$ cat src/saving_bank_map.vh
// Purpose: Offsets, reset values, field positions and write masks of the bank
// Assumes: 16-bit extended management addresses, 16-bit data words
// Notes: Bits outside a write mask are reserved and read as zero
`ifndef SAVING_BANK_MAP_VH
`define SAVING_BANK_MAP_VH

`define ADDR_MATCH_4_5 16'h04A2
`define ADDR_MATCH_2_3 16'h04A3
`define ADDR_MATCH_0_1 16'h04A4
`define ADDR_ENERGY_THR 16'h04CD
`define ADDR_ENERGY_WIN 16'h04CE
`define ADDR_WAKE_SD 16'h04CF
`define ADDR_CFG_TWO 16'h04D0
`define ADDR_CFG_THREE 16'h04D1

`define RST_MATCH 16'h0000
`define RST_ENERGY_THR 16'h0408
`define RST_ENERGY_WIN 16'h0012
`define RST_WAKE_SD 16'h261D
`define RST_CFG_TWO 16'h0000
`define RST_CFG_THREE 16'h018B

`define MASK_FULL 16'hFFFF
`define MASK_ENERGY_WIN 16'h00FF
`define MASK_CFG_TWO 16'h0000
`define MASK_CFG_THREE 16'h77FF

`define CFG3_RSVD_HI 15
`define CFG3_FORCE_HI 14
`define CFG3_FORCE_LO 13
`define CFG3_LPI_REQ 12
`define CFG3_RSVD_LO 11
`define CFG3_BYP_LOOP 10
`define CFG3_BYP_FIFO 9
`define CFG3_WAKE_FALLBACK 8
`define CFG3_MSE_HI 7
`define CFG3_MSE_LO 4
`define CFG3_CAP_BYPASS 3
`define CFG3_NP_DISABLE 2
`define CFG3_RX_SHUTDOWN 1
`define CFG3_CAP_ENABLE 0

`define FORCE_OFF 2'h0
`define FORCE_LPI 2'h3

`endif

$ cat src/wake_match_and_eee_config_bank.v
// Purpose: Wake match address and idle energy tuning register bank
// Assumes: Management port gives decoded 16-bit word accesses in ref_clk_in domain
// Notes: Read data appears one cycle after the read strobe
`timescale 1ns/1ps
`include "saving_bank_map.vh"
module wake_match_and_eee_config_bank (
   input wire ref_clk_in,
   input wire resetn_in,
   input wire [15:0] mgmt_addr_in,
   input wire [15:0] mgmt_wdata_in,
   input wire mgmt_wr_in,
   input wire mgmt_rd_in,
   output reg [15:0] mgmt_rdata_out,
   output reg mgmt_rvalid_out,
   output reg [47:0] match_address_out,
   output reg [7:0] energy_lost_threshold_out,
   output reg [7:0] energy_present_threshold_out,
   output reg [7:0] energy_window_length_out,
   output reg [3:0] signal_detect_window_length_out,
   output reg [3:0] timing_loop_step_out,
   output reg [3:0] signal_detect_threshold_out,
   output reg [3:0] wake_enables_out,
   output reg [1:0] forced_saving_mode_out,
   output reg [5:0] idle_tuning_out,
   output reg [2:0] advert_control_out,
   output wire forced_saving_active_out,
   output wire forced_mode_reserved_out,
   output wire tx_lpi_request_out,
   output wire saving_capability_enable_out,
   output wire rx_path_quiet_shutdown_out
);
   reg [15:0] match_4_5_reg;
   reg [15:0] match_2_3_reg;
   reg [15:0] match_0_1_reg;
   reg [15:0] energy_thr_reg;
   reg [15:0] energy_win_reg;
   reg [15:0] wake_sd_reg;
   reg [15:0] cfg_three_reg;
   reg [15:0] read_next;

   // Keeps only writable bits so reserved positions stay zero
   function [15:0] masked;
      input [15:0] data;
      input [15:0] mask;
      begin
         masked = data & mask;
      end
   endfunction

   function hit;
      input [15:0] addr;
      input [15:0] target;
      begin
         hit = (addr == target);
      end
   endfunction

   // Write strobes, one per writable word
   wire wr_match_4_5;
   wire wr_match_2_3;
   wire wr_match_0_1;
   wire wr_energy_thr;
   wire wr_energy_win;
   wire wr_wake_sd;
   wire wr_cfg_three;
   assign wr_match_4_5 = mgmt_wr_in && hit(mgmt_addr_in, `ADDR_MATCH_4_5);
   assign wr_match_2_3 = mgmt_wr_in && hit(mgmt_addr_in, `ADDR_MATCH_2_3);
   assign wr_match_0_1 = mgmt_wr_in && hit(mgmt_addr_in, `ADDR_MATCH_0_1);
   assign wr_energy_thr = mgmt_wr_in && hit(mgmt_addr_in, `ADDR_ENERGY_THR);
   assign wr_energy_win = mgmt_wr_in && hit(mgmt_addr_in, `ADDR_ENERGY_WIN);
   assign wr_wake_sd = mgmt_wr_in && hit(mgmt_addr_in, `ADDR_WAKE_SD);
   assign wr_cfg_three = mgmt_wr_in && hit(mgmt_addr_in, `ADDR_CFG_THREE);

   always @(posedge ref_clk_in or negedge resetn_in) begin
      if (!resetn_in) begin
         match_4_5_reg <= `RST_MATCH;
      end else if (wr_match_4_5) begin
         match_4_5_reg <= masked(mgmt_wdata_in, `MASK_FULL);
      end
   end

   always @(posedge ref_clk_in or negedge resetn_in) begin
      if (!resetn_in) begin
         match_2_3_reg <= `RST_MATCH;
      end else if (wr_match_2_3) begin
         match_2_3_reg <= masked(mgmt_wdata_in, `MASK_FULL);
      end
   end

   always @(posedge ref_clk_in or negedge resetn_in) begin
      if (!resetn_in) begin
         match_0_1_reg <= `RST_MATCH;
      end else if (wr_match_0_1) begin
         match_0_1_reg <= masked(mgmt_wdata_in, `MASK_FULL);
      end
   end

   always @(posedge ref_clk_in or negedge resetn_in) begin
      if (!resetn_in) begin
         energy_thr_reg <= `RST_ENERGY_THR;
      end else if (wr_energy_thr) begin
         energy_thr_reg <= masked(mgmt_wdata_in, `MASK_FULL);
      end
   end

   always @(posedge ref_clk_in or negedge resetn_in) begin
      if (!resetn_in) begin
         energy_win_reg <= `RST_ENERGY_WIN;
      end else if (wr_energy_win) begin
         energy_win_reg <= masked(mgmt_wdata_in, `MASK_ENERGY_WIN);
      end
   end

   always @(posedge ref_clk_in or negedge resetn_in) begin
      if (!resetn_in) begin
         wake_sd_reg <= `RST_WAKE_SD;
      end else if (wr_wake_sd) begin
         wake_sd_reg <= masked(mgmt_wdata_in, `MASK_FULL);
      end
   end

   always @(posedge ref_clk_in or negedge resetn_in) begin
      if (!resetn_in) begin
         cfg_three_reg <= `RST_CFG_THREE;
      end else if (wr_cfg_three) begin
         cfg_three_reg <= masked(mgmt_wdata_in, `MASK_CFG_THREE);
      end
   end

   always @* begin
      read_next = 16'h0000;
      case (mgmt_addr_in)
         `ADDR_MATCH_4_5: read_next = match_4_5_reg;
         `ADDR_MATCH_2_3: read_next = match_2_3_reg;
         `ADDR_MATCH_0_1: read_next = match_0_1_reg;
         `ADDR_ENERGY_THR: read_next = energy_thr_reg;
         `ADDR_ENERGY_WIN: read_next = masked(energy_win_reg, `MASK_ENERGY_WIN);
         `ADDR_WAKE_SD: read_next = wake_sd_reg;
         `ADDR_CFG_TWO: read_next = masked(`RST_CFG_TWO, `MASK_CFG_TWO);
         `ADDR_CFG_THREE: read_next = masked(cfg_three_reg, `MASK_CFG_THREE);
         default: read_next = 16'h0000;
      endcase
   end

   always @(posedge ref_clk_in or negedge resetn_in) begin
      if (!resetn_in) begin
         mgmt_rvalid_out <= 1'b0;
      end else begin
         mgmt_rvalid_out <= mgmt_rd_in;
      end
   end

   // Read data holds until the next read
   always @(posedge ref_clk_in or negedge resetn_in) begin
      if (!resetn_in) begin
         mgmt_rdata_out <= 16'h0000;
      end else if (mgmt_rd_in) begin
         mgmt_rdata_out <= read_next;
      end
   end

   // Byte 0 is the most significant byte of the address
   always @(posedge ref_clk_in or negedge resetn_in) begin
      if (!resetn_in) begin
         match_address_out <= 48'h000000000000;
      end else begin
         match_address_out <= {match_0_1_reg, match_2_3_reg, match_4_5_reg};
      end
   end

   // Field outputs, registered copies of the stored words
   always @(posedge ref_clk_in or negedge resetn_in) begin
      if (!resetn_in) begin
         energy_lost_threshold_out <= 8'h00;
         energy_present_threshold_out <= 8'h00;
         energy_window_length_out <= 8'h00;
         signal_detect_window_length_out <= 4'h0;
         timing_loop_step_out <= 4'h0;
         signal_detect_threshold_out <= 4'h0;
         wake_enables_out <= 4'h0;
         forced_saving_mode_out <= 2'h0;
         idle_tuning_out <= 6'h00;
         advert_control_out <= 3'h0;
      end else begin
         energy_lost_threshold_out <= energy_thr_reg[15:8];
         energy_present_threshold_out <= energy_thr_reg[7:0];
         energy_window_length_out <= energy_win_reg[7:0];
         signal_detect_window_length_out <= wake_sd_reg[15:12];
         timing_loop_step_out <= wake_sd_reg[11:8];
         signal_detect_threshold_out <= wake_sd_reg[7:4];
         wake_enables_out <= wake_sd_reg[3:0];
         forced_saving_mode_out <= cfg_three_reg[`CFG3_FORCE_HI:`CFG3_FORCE_LO];
         idle_tuning_out <= {cfg_three_reg[`CFG3_BYP_LOOP], cfg_three_reg[`CFG3_BYP_FIFO],
            cfg_three_reg[`CFG3_WAKE_FALLBACK], cfg_three_reg[`CFG3_MSE_HI:`CFG3_MSE_LO + 1]};
         advert_control_out <= {cfg_three_reg[`CFG3_MSE_LO], cfg_three_reg[`CFG3_CAP_BYPASS],
            cfg_three_reg[`CFG3_NP_DISABLE]};
      end
   end

   saving_control u_saving_control (
      .ref_clk_in(ref_clk_in),
      .resetn_in(resetn_in),
      .cfg_three_in(cfg_three_reg),
      .forced_saving_active_out(forced_saving_active_out),
      .forced_mode_reserved_out(forced_mode_reserved_out),
      .tx_lpi_request_out(tx_lpi_request_out),
      .saving_advertise_out(saving_capability_enable_out),
      .rx_path_quiet_shutdown_out(rx_path_quiet_shutdown_out)
   );
endmodule

$ cat src/saving_control.v
// Purpose: Turns the third saving configuration word into control levels
// Assumes: Word is the stored register value, reserved bits already zero
// Notes: All outputs registered
`timescale 1ns/1ps
`include "saving_bank_map.vh"
module saving_control (
   input wire ref_clk_in,
   input wire resetn_in,
   input wire [15:0] cfg_three_in,
   output reg forced_saving_active_out,
   output reg forced_mode_reserved_out,
   output reg tx_lpi_request_out,
   output reg saving_advertise_out,
   output reg rx_path_quiet_shutdown_out
);
   wire [1:0] forced_saving_mode;
   assign forced_saving_mode = cfg_three_in[`CFG3_FORCE_HI:`CFG3_FORCE_LO];

   always @(posedge ref_clk_in or negedge resetn_in) begin
      if (!resetn_in) begin
         forced_saving_active_out <= 1'b0;
         forced_mode_reserved_out <= 1'b0;
         tx_lpi_request_out <= 1'b0;
         saving_advertise_out <= 1'b0;
         rx_path_quiet_shutdown_out <= 1'b0;
      end else begin
         // Only code 3 forces; codes 1 and 2 are flagged but do nothing
         forced_saving_active_out <= (forced_saving_mode == `FORCE_LPI);
         forced_mode_reserved_out <= (forced_saving_mode != `FORCE_LPI) &&
            (forced_saving_mode != `FORCE_OFF);
         // Software orders mode before request; the bit alone drives the request
         tx_lpi_request_out <= cfg_three_in[`CFG3_LPI_REQ];
         saving_advertise_out <= cfg_three_in[`CFG3_CAP_ENABLE];
         rx_path_quiet_shutdown_out <= cfg_three_in[`CFG3_RX_SHUTDOWN];
      end
   end
endmodule

$ cat config.mk
export PLATFORM = sky130hd
export DESIGN_NAME = wake_match_and_eee_config_bank
export DESIGN_NICKNAME = d
export VERILOG_FILES = /design/src/wake_match_and_eee_config_bank.v /design/src/saving_control.v
export VERILOG_INCLUDE_DIRS = /design/src
export SDC_FILE = /design/constraint.sdc
export NUM_CORES = 1
export LEC_CHECK = 0
export ABC_AREA = 1
export BUFFER_PORTS_ARGS = -buffer_cell sky130_fd_sc_hd__clkbuf_2
export CAP_MARGIN = 20
export CORE_UTILIZATION = 35
export CTS_BUF_LIST = sky130_fd_sc_hd__clkbuf_8
export DETAILED_ROUTE_END_ITERATION = 10
export PLACE_DENSITY = 0.62
export SYNTH_ARGS = -nofsm -noshare
export SYNTH_HDL_FRONTEND = slang
export SYNTH_SLANG_ARGS = --single-unit
export TNS_END_PERCENT = 20
$ cat constraint.sdc
create_clock -name ref_clk_in -period 0.86 [get_ports ref_clk_in]
set_input_delay 0.172 -clock ref_clk_in [delete_from_list [all_inputs] [get_ports ref_clk_in]]
set_output_delay 0.172 -clock ref_clk_in [all_outputs]
set_load 0.03 [all_outputs]
==> impl_metrics.tcl, run 1 <==
set metrics [dict create \
    drv_cap 0 \
    fmax_mhz 776 \
    vias 6558 \
    grt.overflow.total 0 \
    routed_wl_um 23700 \
    worst_setup_path_start_kind "flop" \
    worstHoldStart "mgmt_wdata_in[8]" \
    largest_reg_flops 48 \
    slew_headroom 0.770 \
    worstPathMaxFanout 2 \
    synth_commonest_cells "216 x nand2_1, 207 x dfrtp_1, 85 x nand3_1, 60 x o21ai_1, 59 x nor2_1" \
    die_w_um 155 \
    cpPeakStageDelay_ns 0.43 \
    violations "setup timing" \
    synthArstFlopShare 1.00 \
    yosys.area.top_type "dfrtp_1" \
    grt_pass1_vias 6799 \
    syn_avg_cell_area_um2 10.3 \
    r2r_start "wake_sd_reg[10]" \
    syn_inst 788 \
    critPathKind "reg -> out" \
    rsz0062_at_grt "true" \
    synth_cell_types 20 \
    cts.clk_slew.worst_paths_ns 0.06 \
    port_buffers 156 \
    crit_required_ns 0.69 \
    core_um2 22800 \
    syn-num-nets 825 \
    hold_end "cfg_three_reg[8]" \
    status "complete, but fails checks" \
    largest_register "match_address_out" \
    wire_per_inst_um 16.3 \
    drc_errors 0 \
    cts_sinks 223 \
    grt_usage 0.205 \
    cts_max_level 2 \
    place_congestion 0.806 \
    synth_top_area_frac 0.635 \
    numCtsBuffers 36 \
    r2r_cells 6 \
    vias_per_cell 4.52 \
    worstHoldPathType "in -> reg" \
    hold-path-cell-count 3 \
    dpl.hpwl_um 15800 \
    critPathTopFamily "flip-flops" \
    setup_viol 164 \
    synth_edf_count 0 \
    ant_nets 0 \
    seq_area_frac_synth 0.687 \
    crit_chain "buf_8" \
    antenna_found_initial 1 \
    drtPass1Iterations 5 \
    post-route-period-util 1.50 \
    cp_num_buf_inv 1 \
    netlist_area_um2 8160 \
    ir_drop_v 0.000864 \
    fin_ws_ns -0.428 \
    finalSetupTns_ns -45.82 \
    worstReg2RegEnd "mgmt_rdata_out[10]" \
    ios 157 \
    grt_max_degree 53 \
    areaGrowthSynthToFinish_pct 56.2 \
    crit_path_top_delay_cell "dfrtp_1" \
    final_nets 1147 \
    crit_path_end_kind "primary output" \
    min_period_ns 1.29 \
    synth_most_common_cell "nand2_1" \
    cp.arrival_ns 1.12 \
    maxSlewViolCount 0 \
    dieArea_um2 23900 \
    clkLatencyLatePin_ns 0.52 \
    worst_pin_slew_ns 0.345 \
    clockRootBuffer "clkbuf_8" \
    die_h_um 155 \
    yosysWarnings 0 \
    r2r_slack_ns -0.10 \
    initial_core_util 0.358 \
    synth_seq_cells 223 \
    cts_tree "done" \
    p_leak_nw 6.50 \
    ys.flop_type "dfrtp_1" \
    cts_buffer_depth 3 \
    initialDrtViolationCount 455 \
    skew_ns 0.0158 \
    post-place-ws_ns -0.682 \
    ys_top_cells_by_area "dfrtp_1 64%, nand2_1 9.9%, nand3_1 5.2%, dfstp_2 5.2%, o21ai_1 3.7%" \
    drive_above_1_share 0.374 \
    power_density_nw_per_um2 1630 \
    num_rows 55 \
    finalHoldViolCount 0 \
    grt_pass1_wl_um 37100 \
]
power breakdown:
part,switching [W],internal [W],leakage [nW]
Clock,0.00417,0.00535,0.418
Combinational,0.000474,0.000206,3.02
Sequential,0.00000401,0.0105,3.06
Total,0.00465,0.0161,6.50
worst max-delay path by stage:
stage                            from            endpoint  slack [ns]  depth (start not counted)
floorplan            mgmt_addr_in[10]  mgmt_rdata_out[10]       -0.36                         12
global placement      mgmt_addr_in[3]  mgmt_rdata_out[10]       -0.64                         11
detailed placement   mgmt_addr_in[10]     wake_sd_reg[12]       -0.68                         12
CTS                 mgmt_rdata_out[3]   mgmt_rdata_out[3]       -0.46                          1
global route        mgmt_rdata_out[9]   mgmt_rdata_out[9]       -0.47                          1
finish              mgmt_rdata_out[3]   mgmt_rdata_out[3]       -0.43                          1
cell usage in the layout, fill, tap and decap left out, drive strengths merged:
master       count
buf            279
dlygate4sd3      5
clkinv           6
nand4            1
diode            1
bufinv           2
ha               1
clkinvlp         3
clkbuf          81
nand3           91
nor2            67
o21ai          104
inv             54
dfrtp          207
dfstp           16
nand2          219
layout make-up:
type	count	area, µm²
diodes	1	2.50
inverters	46	180
multi-input cells	483	2270
well taps	313	392
clock buffers	45	619
fillers	1940	10000
repair buffers	320	3540
clock inverters	19	143
flip-flops and latches	223	5600
per-stage QoR:
step	total power, W	std cells	hold WS, ns	area [µm²]	utilization
floorplan	0.0108	788	-0.124	8180	-
global placement	0.0113	1373	0.0132	10500	0.463
detailed placement	0.0113	1373	0.0137	10500	0.463
CTS	0.0209	1448	0.00842	12500	0.548
global route	0.0216	1449	0.0123	12700	0.559
finish	0.0207	1450	0.0115	12700	0.559
worst min-delay path, stage by stage:
cell      delay (ns)
clkbuf_2        0.08
inv_1           0.17
o21ai_1         0.10
logic make-up (layout without fill, tap and decap cells):
group | Yosys count | in the layout | share of synthesized area
AND/OR/NAND/NOR | 378 | 378 | 0.200
flip-flops | 223 | 223 | 0.687
AO/OA/AOI/OAI | 104 | 104 | 0.0657
buffers and inverters | 82 | 430 | 0.0462
adder cells (fa/ha/maj) | 1 | 1 | 0.00153
other | 0 | 1 | 0
per-layer routing:
layer  up-vias  GRT usage  part of all wire  wire length [µm]
li1       3180          -                 -                 -
met1      3144      0.268              0.43             10200
met2       194      0.342              0.50             11700
met3        40     0.0387             0.050              1170
met4         0     0.0679             0.023               544
met5         -          0                 0                 0
timing repair:
item	in CTS	in global routing
hold endpoints to repair	224	0
endpoints found under the setup margin	214	236
pin swaps	8	5
hold buffers	5	0
setup buffers	6	1
resized for setup	252	153
Power figures use the tool's default switching activity.
==> run 2: changes to the inputs <==
ABC_AREA = unset   (was 1)
MAX_ROUTING_LAYER = met4   (was unset)
==> impl_metrics.tcl, run 2 <==
set metrics [dict create \
    status "complete, but fails checks" \
    violations "setup timing" \
    cp.arrival_ns 2.01 \
    syn_inst 505 \
    crit_path_top_delay_cell "or4b_4" \
    synth_most_common_cell "dfrtp_1" \
    synth_seq_cells 223 \
    core_um2 22700 \
    mostFrequentLayoutCell "dfrtp_1" \
    dieArea_um2 23800 \
    maxSlewViolCount 0 \
    yosysWarnings 0 \
    power_w 0.0205 \
    finalSetupTns_ns -124.46 \
    seq_area_frac_synth 0.690 \
    cts.clk_slew.worst_paths_ns 0.06 \
    final_cell_mix "207 x dfrtp_1, 124 x buf_8, 96 x buf_4, 69 x mux2_4, 45 x clkbuf_8" \
    yosys.area.top_type "dfrtp_1" \
    cpPeakStageDelay_ns 0.65 \
    initial_core_util 0.358 \
    areaGrowthSynthToFinish_pct 61.7 \
    grt_pass1_wl_um 36600 \
    power_density_nw_per_um2 1560 \
    fmax_mhz 623 \
    cts_buffer_depth 3 \
    routed_wl_um 24500 \
    largest_register "match_address_out" \
    synth_cell_types 45 \
    cts_tree "done" \
    drc_errors 0 \
    drive_above_1_share 0.580 \
    clkLatencyLatePin_ns 0.52 \
    syn_avg_cell_area_um2 16.1 \
    clockRootBuffer "clkbuf_8" \
    cts_max_level 2 \
    num_rows 55 \
    ir_drop_v 0.00102 \
    place_congestion 0.886 \
    slew_headroom 0.725 \
    critPathKind "in -> reg" \
    wire_per_inst_um 21.2 \
    finalHoldViolCount 0 \
    ys.flop_type "dfrtp_1" \
    p_leak_nw 6.47 \
    antenna_found_initial 0 \
    die_w_um 154 \
    synth_edf_count 0 \
    setup_viol 240 \
    vias 5808 \
    post-route-period-util 1.87 \
    grt.overflow.total 0 \
    worst_setup_path_start_kind "primary input" \
    worstPathMaxFanout 14 \
    netlist_area_um2 8120 \
    numCtsBuffers 36 \
    grt_usage 0.210 \
    min_period_ns 1.60 \
    ant_nets 0 \
    synthArstFlopShare 1.00 \
    port_buffers 156 \
    initialDrtViolationCount 219 \
    gr-usage-met1 0.267 \
    worst_pin_slew_ns 0.412 \
    rsz0062_at_grt "true" \
    hold-path-cell-count 2 \
    synth_top_area_frac 0.638 \
    grt_max_degree 39 \
    cts_sinks 223 \
    r2r_cells 3 \
    worstHoldPathType "in -> reg" \
    crit_path_end_kind "flop" \
    die_h_um 154 \
    drtPass1Iterations 4 \
    drv_cap 0 \
    fin_ws_ns -0.744 \
    syn-num-nets 542 \
    crit_required_ns 1.26 \
    largest_reg_flops 48 \
    skew_ns 0.0108 \
    top_usage_layer "met2" \
    grt_pass1_vias 6363 \
    hold_ws_ns 0.0435 \
    n_antenna_cell 0 \
    ys_top_cells_by_area "dfrtp_1 64%, mux2_2 11%, dfstp_2 5.2%, a22oi_1 2.4%, mux2_1 2.1%" \
    met3_usage 0.0303 \
    dpl.hpwl_um 15700 \
    crit_chain "clkbuf_2, or4b_4, nor4_4, and2_4, buf_12, mux2_2" \
    ios 157 \
    final_nets 879 \
    vias_per_cell 5.03 \
    met2_usage 0.341 \
    synth_commonest_cells "207 x dfrtp_1, 76 x mux2_2, 26 x a22oi_1, 24 x nand2_1, 16 x dfstp_2" \
]
-- run 2: layout make-up --
cell class                 count  area, µm²
clock buffer                  44        606
clock inverter                22        131
fill                        1745       9580
inverter                       3       11.3
multi-input combinational    255       2680
sequential                   223       5600
tap                          285        357
timing repair buffer         323       3750
-- run 2: worst paths after layout --
| check | slack (ns) | end | start |
|---|---|---|---|
| worst max-delay path | -0.74 | wake_sd_reg[11] | mgmt_addr_in[9] |
| worst min-delay path | 0.04 | match_2_3_reg[5] | mgmt_wdata_in[5] |
| worst max register to register | -0.39 | mgmt_rdata_out[9] | energy_thr_reg[9] |
| worst min register to register | 0.40 | energy_present_threshold_out[1] | energy_thr_reg[1] |
| max in group asynchronous | 0.18 | wake_sd_reg[10] | resetn_in |
| min in group asynchronous | 0.16 | signal_detect_threshold_out[1] | resetn_in |
-- run 2: what timing repair did --
item / in CTS / in global routing
setup endpoints to repair: 240 / 240
hold buffers: 16 / 0
pin swaps: 10 / 22
setup buffers: 2 / 12
gates cloned: 0 / 5
gates resized for setup: 317 / 171
hold endpoints to repair: 285 / 0
-- run 2: metal layers --
metal / share of wire / vias to the layer above
li1: - / 2541
met1: 0.42 / 3005
met2: 0.50 / 212
met3: 0.049 / 50
met4: 0.024 / 0
met5: 0 / -
-- run 2: per-stage QoR --
stage / worst slack [ns] / std cells / cell area [µm²] / utilization
finish: -0.744 / 1155 / 13100 / 0.578
CTS: -0.712 / 1138 / 12500 / 0.552
global route: -0.753 / 1155 / 13100 / 0.578
floorplan: -1.25 / 505 / 8160 / -
global placement: -1.29 / 1054 / 10300 / 0.452
detailed placement: -1.34 / 1054 / 10300 / 0.452
-- run 2: power breakdown --
group / internal [W] / switching, W / total (W)
registers: 0.0105 / 0.00000412 / 0.0105
logic: 0.000346 / 0.000494 / 0.000840
clock network: 0.00499 / 0.00420 / 0.00920
total: 0.0158 / 0.00470 / 0.0205
-- run 2: worst max-delay path, delay by kind of cell --
family	cells	cell delay [ns]
muxes	1	0.35
and+or+nand+nor	3	1.22
buffers and inverters	2	0.25
-- run 2: cells by family (layout without fill, tap and decap cells) --
| family | Yosys count | after routing | share of synthesized area |
|---|---|---|---|
| flip-flops | 223 | 223 | 0.690 |
| multiplexers | 101 | 101 | 0.145 |
| buffers and inverters | 27 | 392 | 0.0210 |
| AND/OR/NAND/NOR | 81 | 81 | 0.0713 |
| adder cells (fa/ha/maj) | 1 | 1 | 0.00154 |
| AO/OA/AOI/OAI | 72 | 72 | 0.0718 |
==> run 3: changes to the inputs <==
BUFFER_PORTS_ARGS = unset   (was -buffer_cell sky130_fd_sc_hd__clkbuf_2)
DONT_BUFFER_PORTS = 1   (was unset)
PLACE_DENSITY = 0.56   (was 0.62)
==> impl_metrics.tcl, run 3 (synthesized netlist as in run 2, its figures left out) <==
set metrics [dict create \
    ir_drop_v 0.00150 \
    cts.clk_slew.worst_paths_ns 0.06 \
    num_rows 55 \
    intPower_w 0.0162 \
    crit_path_top_delay_cell "or4bb_4" \
    numCtsBuffers 36 \
    placed_area_um2 9240 \
    fin_ws_ns -0.594 \
    min_period_ns 1.45 \
    worstHoldPathType "in -> async" \
    r2r_cells 4 \
    critPathKind "in -> reg" \
    met2_usage 0.313 \
    crit_required_ns 1.26 \
    drtPass1Iterations 4 \
    final_cell_mix "105 x dfrtp_2, 102 x dfrtp_1, 74 x mux2_4, 73 x buf_4, 44 x clkbuf_8" \
    core_um2 22700 \
    critPathTopFamily "simple AND/OR/NAND/NOR gates" \
    slew_headroom 0.710 \
    grt_pass1_wl_um 34100 \
    final_nets 690 \
    routed_wl_um 22300 \
    dpl.hpwl_um 14000 \
    largest_reg_flops 48 \
    power_density_nw_per_um2 1880 \
    finalHoldViolCount 223 \
    placed_cells 878 \
    vias_per_cell 5.17 \
    grt.overflow.total 0 \
    port_buffers 0 \
    antenna_found_initial 0 \
    cts_sinks 223 \
    stdcell_count 963 \
    cp_common_cell "buf_6" \
    n_antenna_cell 0 \
    pwr-share-comb 0.015 \
    cts_max_level 2 \
    drc_errors 0 \
    drive_above_1_share 0.608 \
    gr-usage-met1 0.259 \
    setup_viol 239 \
    cpPeakStageDelay_ns 0.55 \
    dieArea_um2 23800 \
    clockRootBuffer "clkbuf_8" \
    crit_chain "or4bb_4, buf_6, nor4_4, buf_6, nand2_8, clkbuf_16, mux2_4" \
    crit_path_end_kind "flop" \
    vias 4983 \
    ant_nets 0 \
    met3_usage 0.0446 \
    die_h_um 154 \
    wire_per_inst_um 23.1 \
    cts_tree "done" \
    worst_setup_path_start_kind "primary input" \
    clkLatencyLatePin_ns 0.51 \
    areaGrowthSynthToFinish_pct 33.8 \
    initialDrtViolationCount 230 \
    clkPwrFrac 0.470 \
    worst_pin_slew_ns 0.435 \
    maxSlewViolCount 0 \
    grt_max_degree 224 \
    place_congestion 0.806 \
    die_w_um 154 \
    drv_cap 0 \
    fillers 1941 \
    fmax_mhz 688 \
    grt_usage 0.198 \
    largest_register "match_address_out" \
    hold_ws_ns -0.647 \
    status "complete, but fails checks" \
    utilization 0.478 \
    top_usage_layer "met2" \
    violations "hold timing, setup timing" \
    design_area_um2 10900 \
    startpoint "mgmt_addr_in[4]" \
    skew_ns 0.0138 \
    p_leak_nw 5.04 \
    initial_core_util 0.358 \
    cp.depth 7 \
    cp_num_buf_inv 3 \
    swShare 0.207 \
    worstPathMaxFanout 8 \
    cp.arrival_ns 1.86 \
    ios 157 \
    power_frac_seq 0.515 \
    switching_power_w 0.00423 \
    grt_pass1_vias 5463 \
    mostFrequentLayoutCell "dfrtp_2" \
    cts_buffer_depth 3 \
    post-route-period-util 1.69 \
    rsz0062_at_grt "true" \
    r2r_start "match_2_3_reg[15]" \
]
## run 3: cell types whose count changed in the layout (fill, tap and decap cells not counted), sizes merged
cell	change
bufinv	+2
clkbuf	-36
or4b	+1
clkinvlp	+1
inv	+1
clkinv	-7
buf	-155
dlygate4sd3	+1
## run 3: routing by layer
metal	wire, µm	part of all wire	vias up
li1	-	-	2172
met1	9750	0.44	2608
met2	10700	0.48	167
met3	1390	0.062	36
met4	408	0.018	0
met5	0	0	-
## run 3: final timing paths
kind,slack [ns],end
max in group asynchronous,1.08,energy_thr_reg[3]
max,-0.59,match_0_1_reg[7]
min reg2reg,0.40,match_address_out[34]
min,-0.65,match_4_5_reg[8]
min in group ref_clk_in,0.02,mgmt_rdata_out[8]
max reg2reg,-0.26,mgmt_rdata_out[15]
## run 3: through the flow
step / power, W / setup TNS [ns] / worst slack (ns)
detailed placement: 0.0108 / -135.09 / -1.20
CTS: 0.0207 / -99.44 / -0.571
global route: 0.0212 / -105.41 / -0.610
finish: 0.0204 / -99.19 / -0.594
global placement: 0.0108 / -133.52 / -1.20
floorplan: 0.0108 / -131.30 / -1.25
## run 3: cell type report
cell class	instances	area [µm²]	share of cell area
clock buffer	44	606	0.0557
multi-input combinational	256	2680	0.247
sequential	223	5730	0.528
inverter	3	11.3	0.00104
clock inverter	19	163	0.0150
timing repair buffer	133	1320	0.121
tap	285	357	0.0328
## run 3: what timing repair did
action                                  CTS  global route
setup buffers                             0             2
endpoints found under the hold margin   333           224
gates resized for setup                 210            18
cloned                                    1             2
hold buffers                             16             1
endpoints found under the setup margin  240           240
pin swaps                                 4             7
## run 3: power by group through the flow
stage               clock network, W  logic [W]  registers (W)
floorplan                          0   0.000110         0.0107
global placement                   0   0.000136         0.0107
detailed placement                 0   0.000136         0.0107
CTS                          0.00993   0.000278         0.0105
global route                  0.0104   0.000314         0.0105
finish                       0.00959   0.000296         0.0105
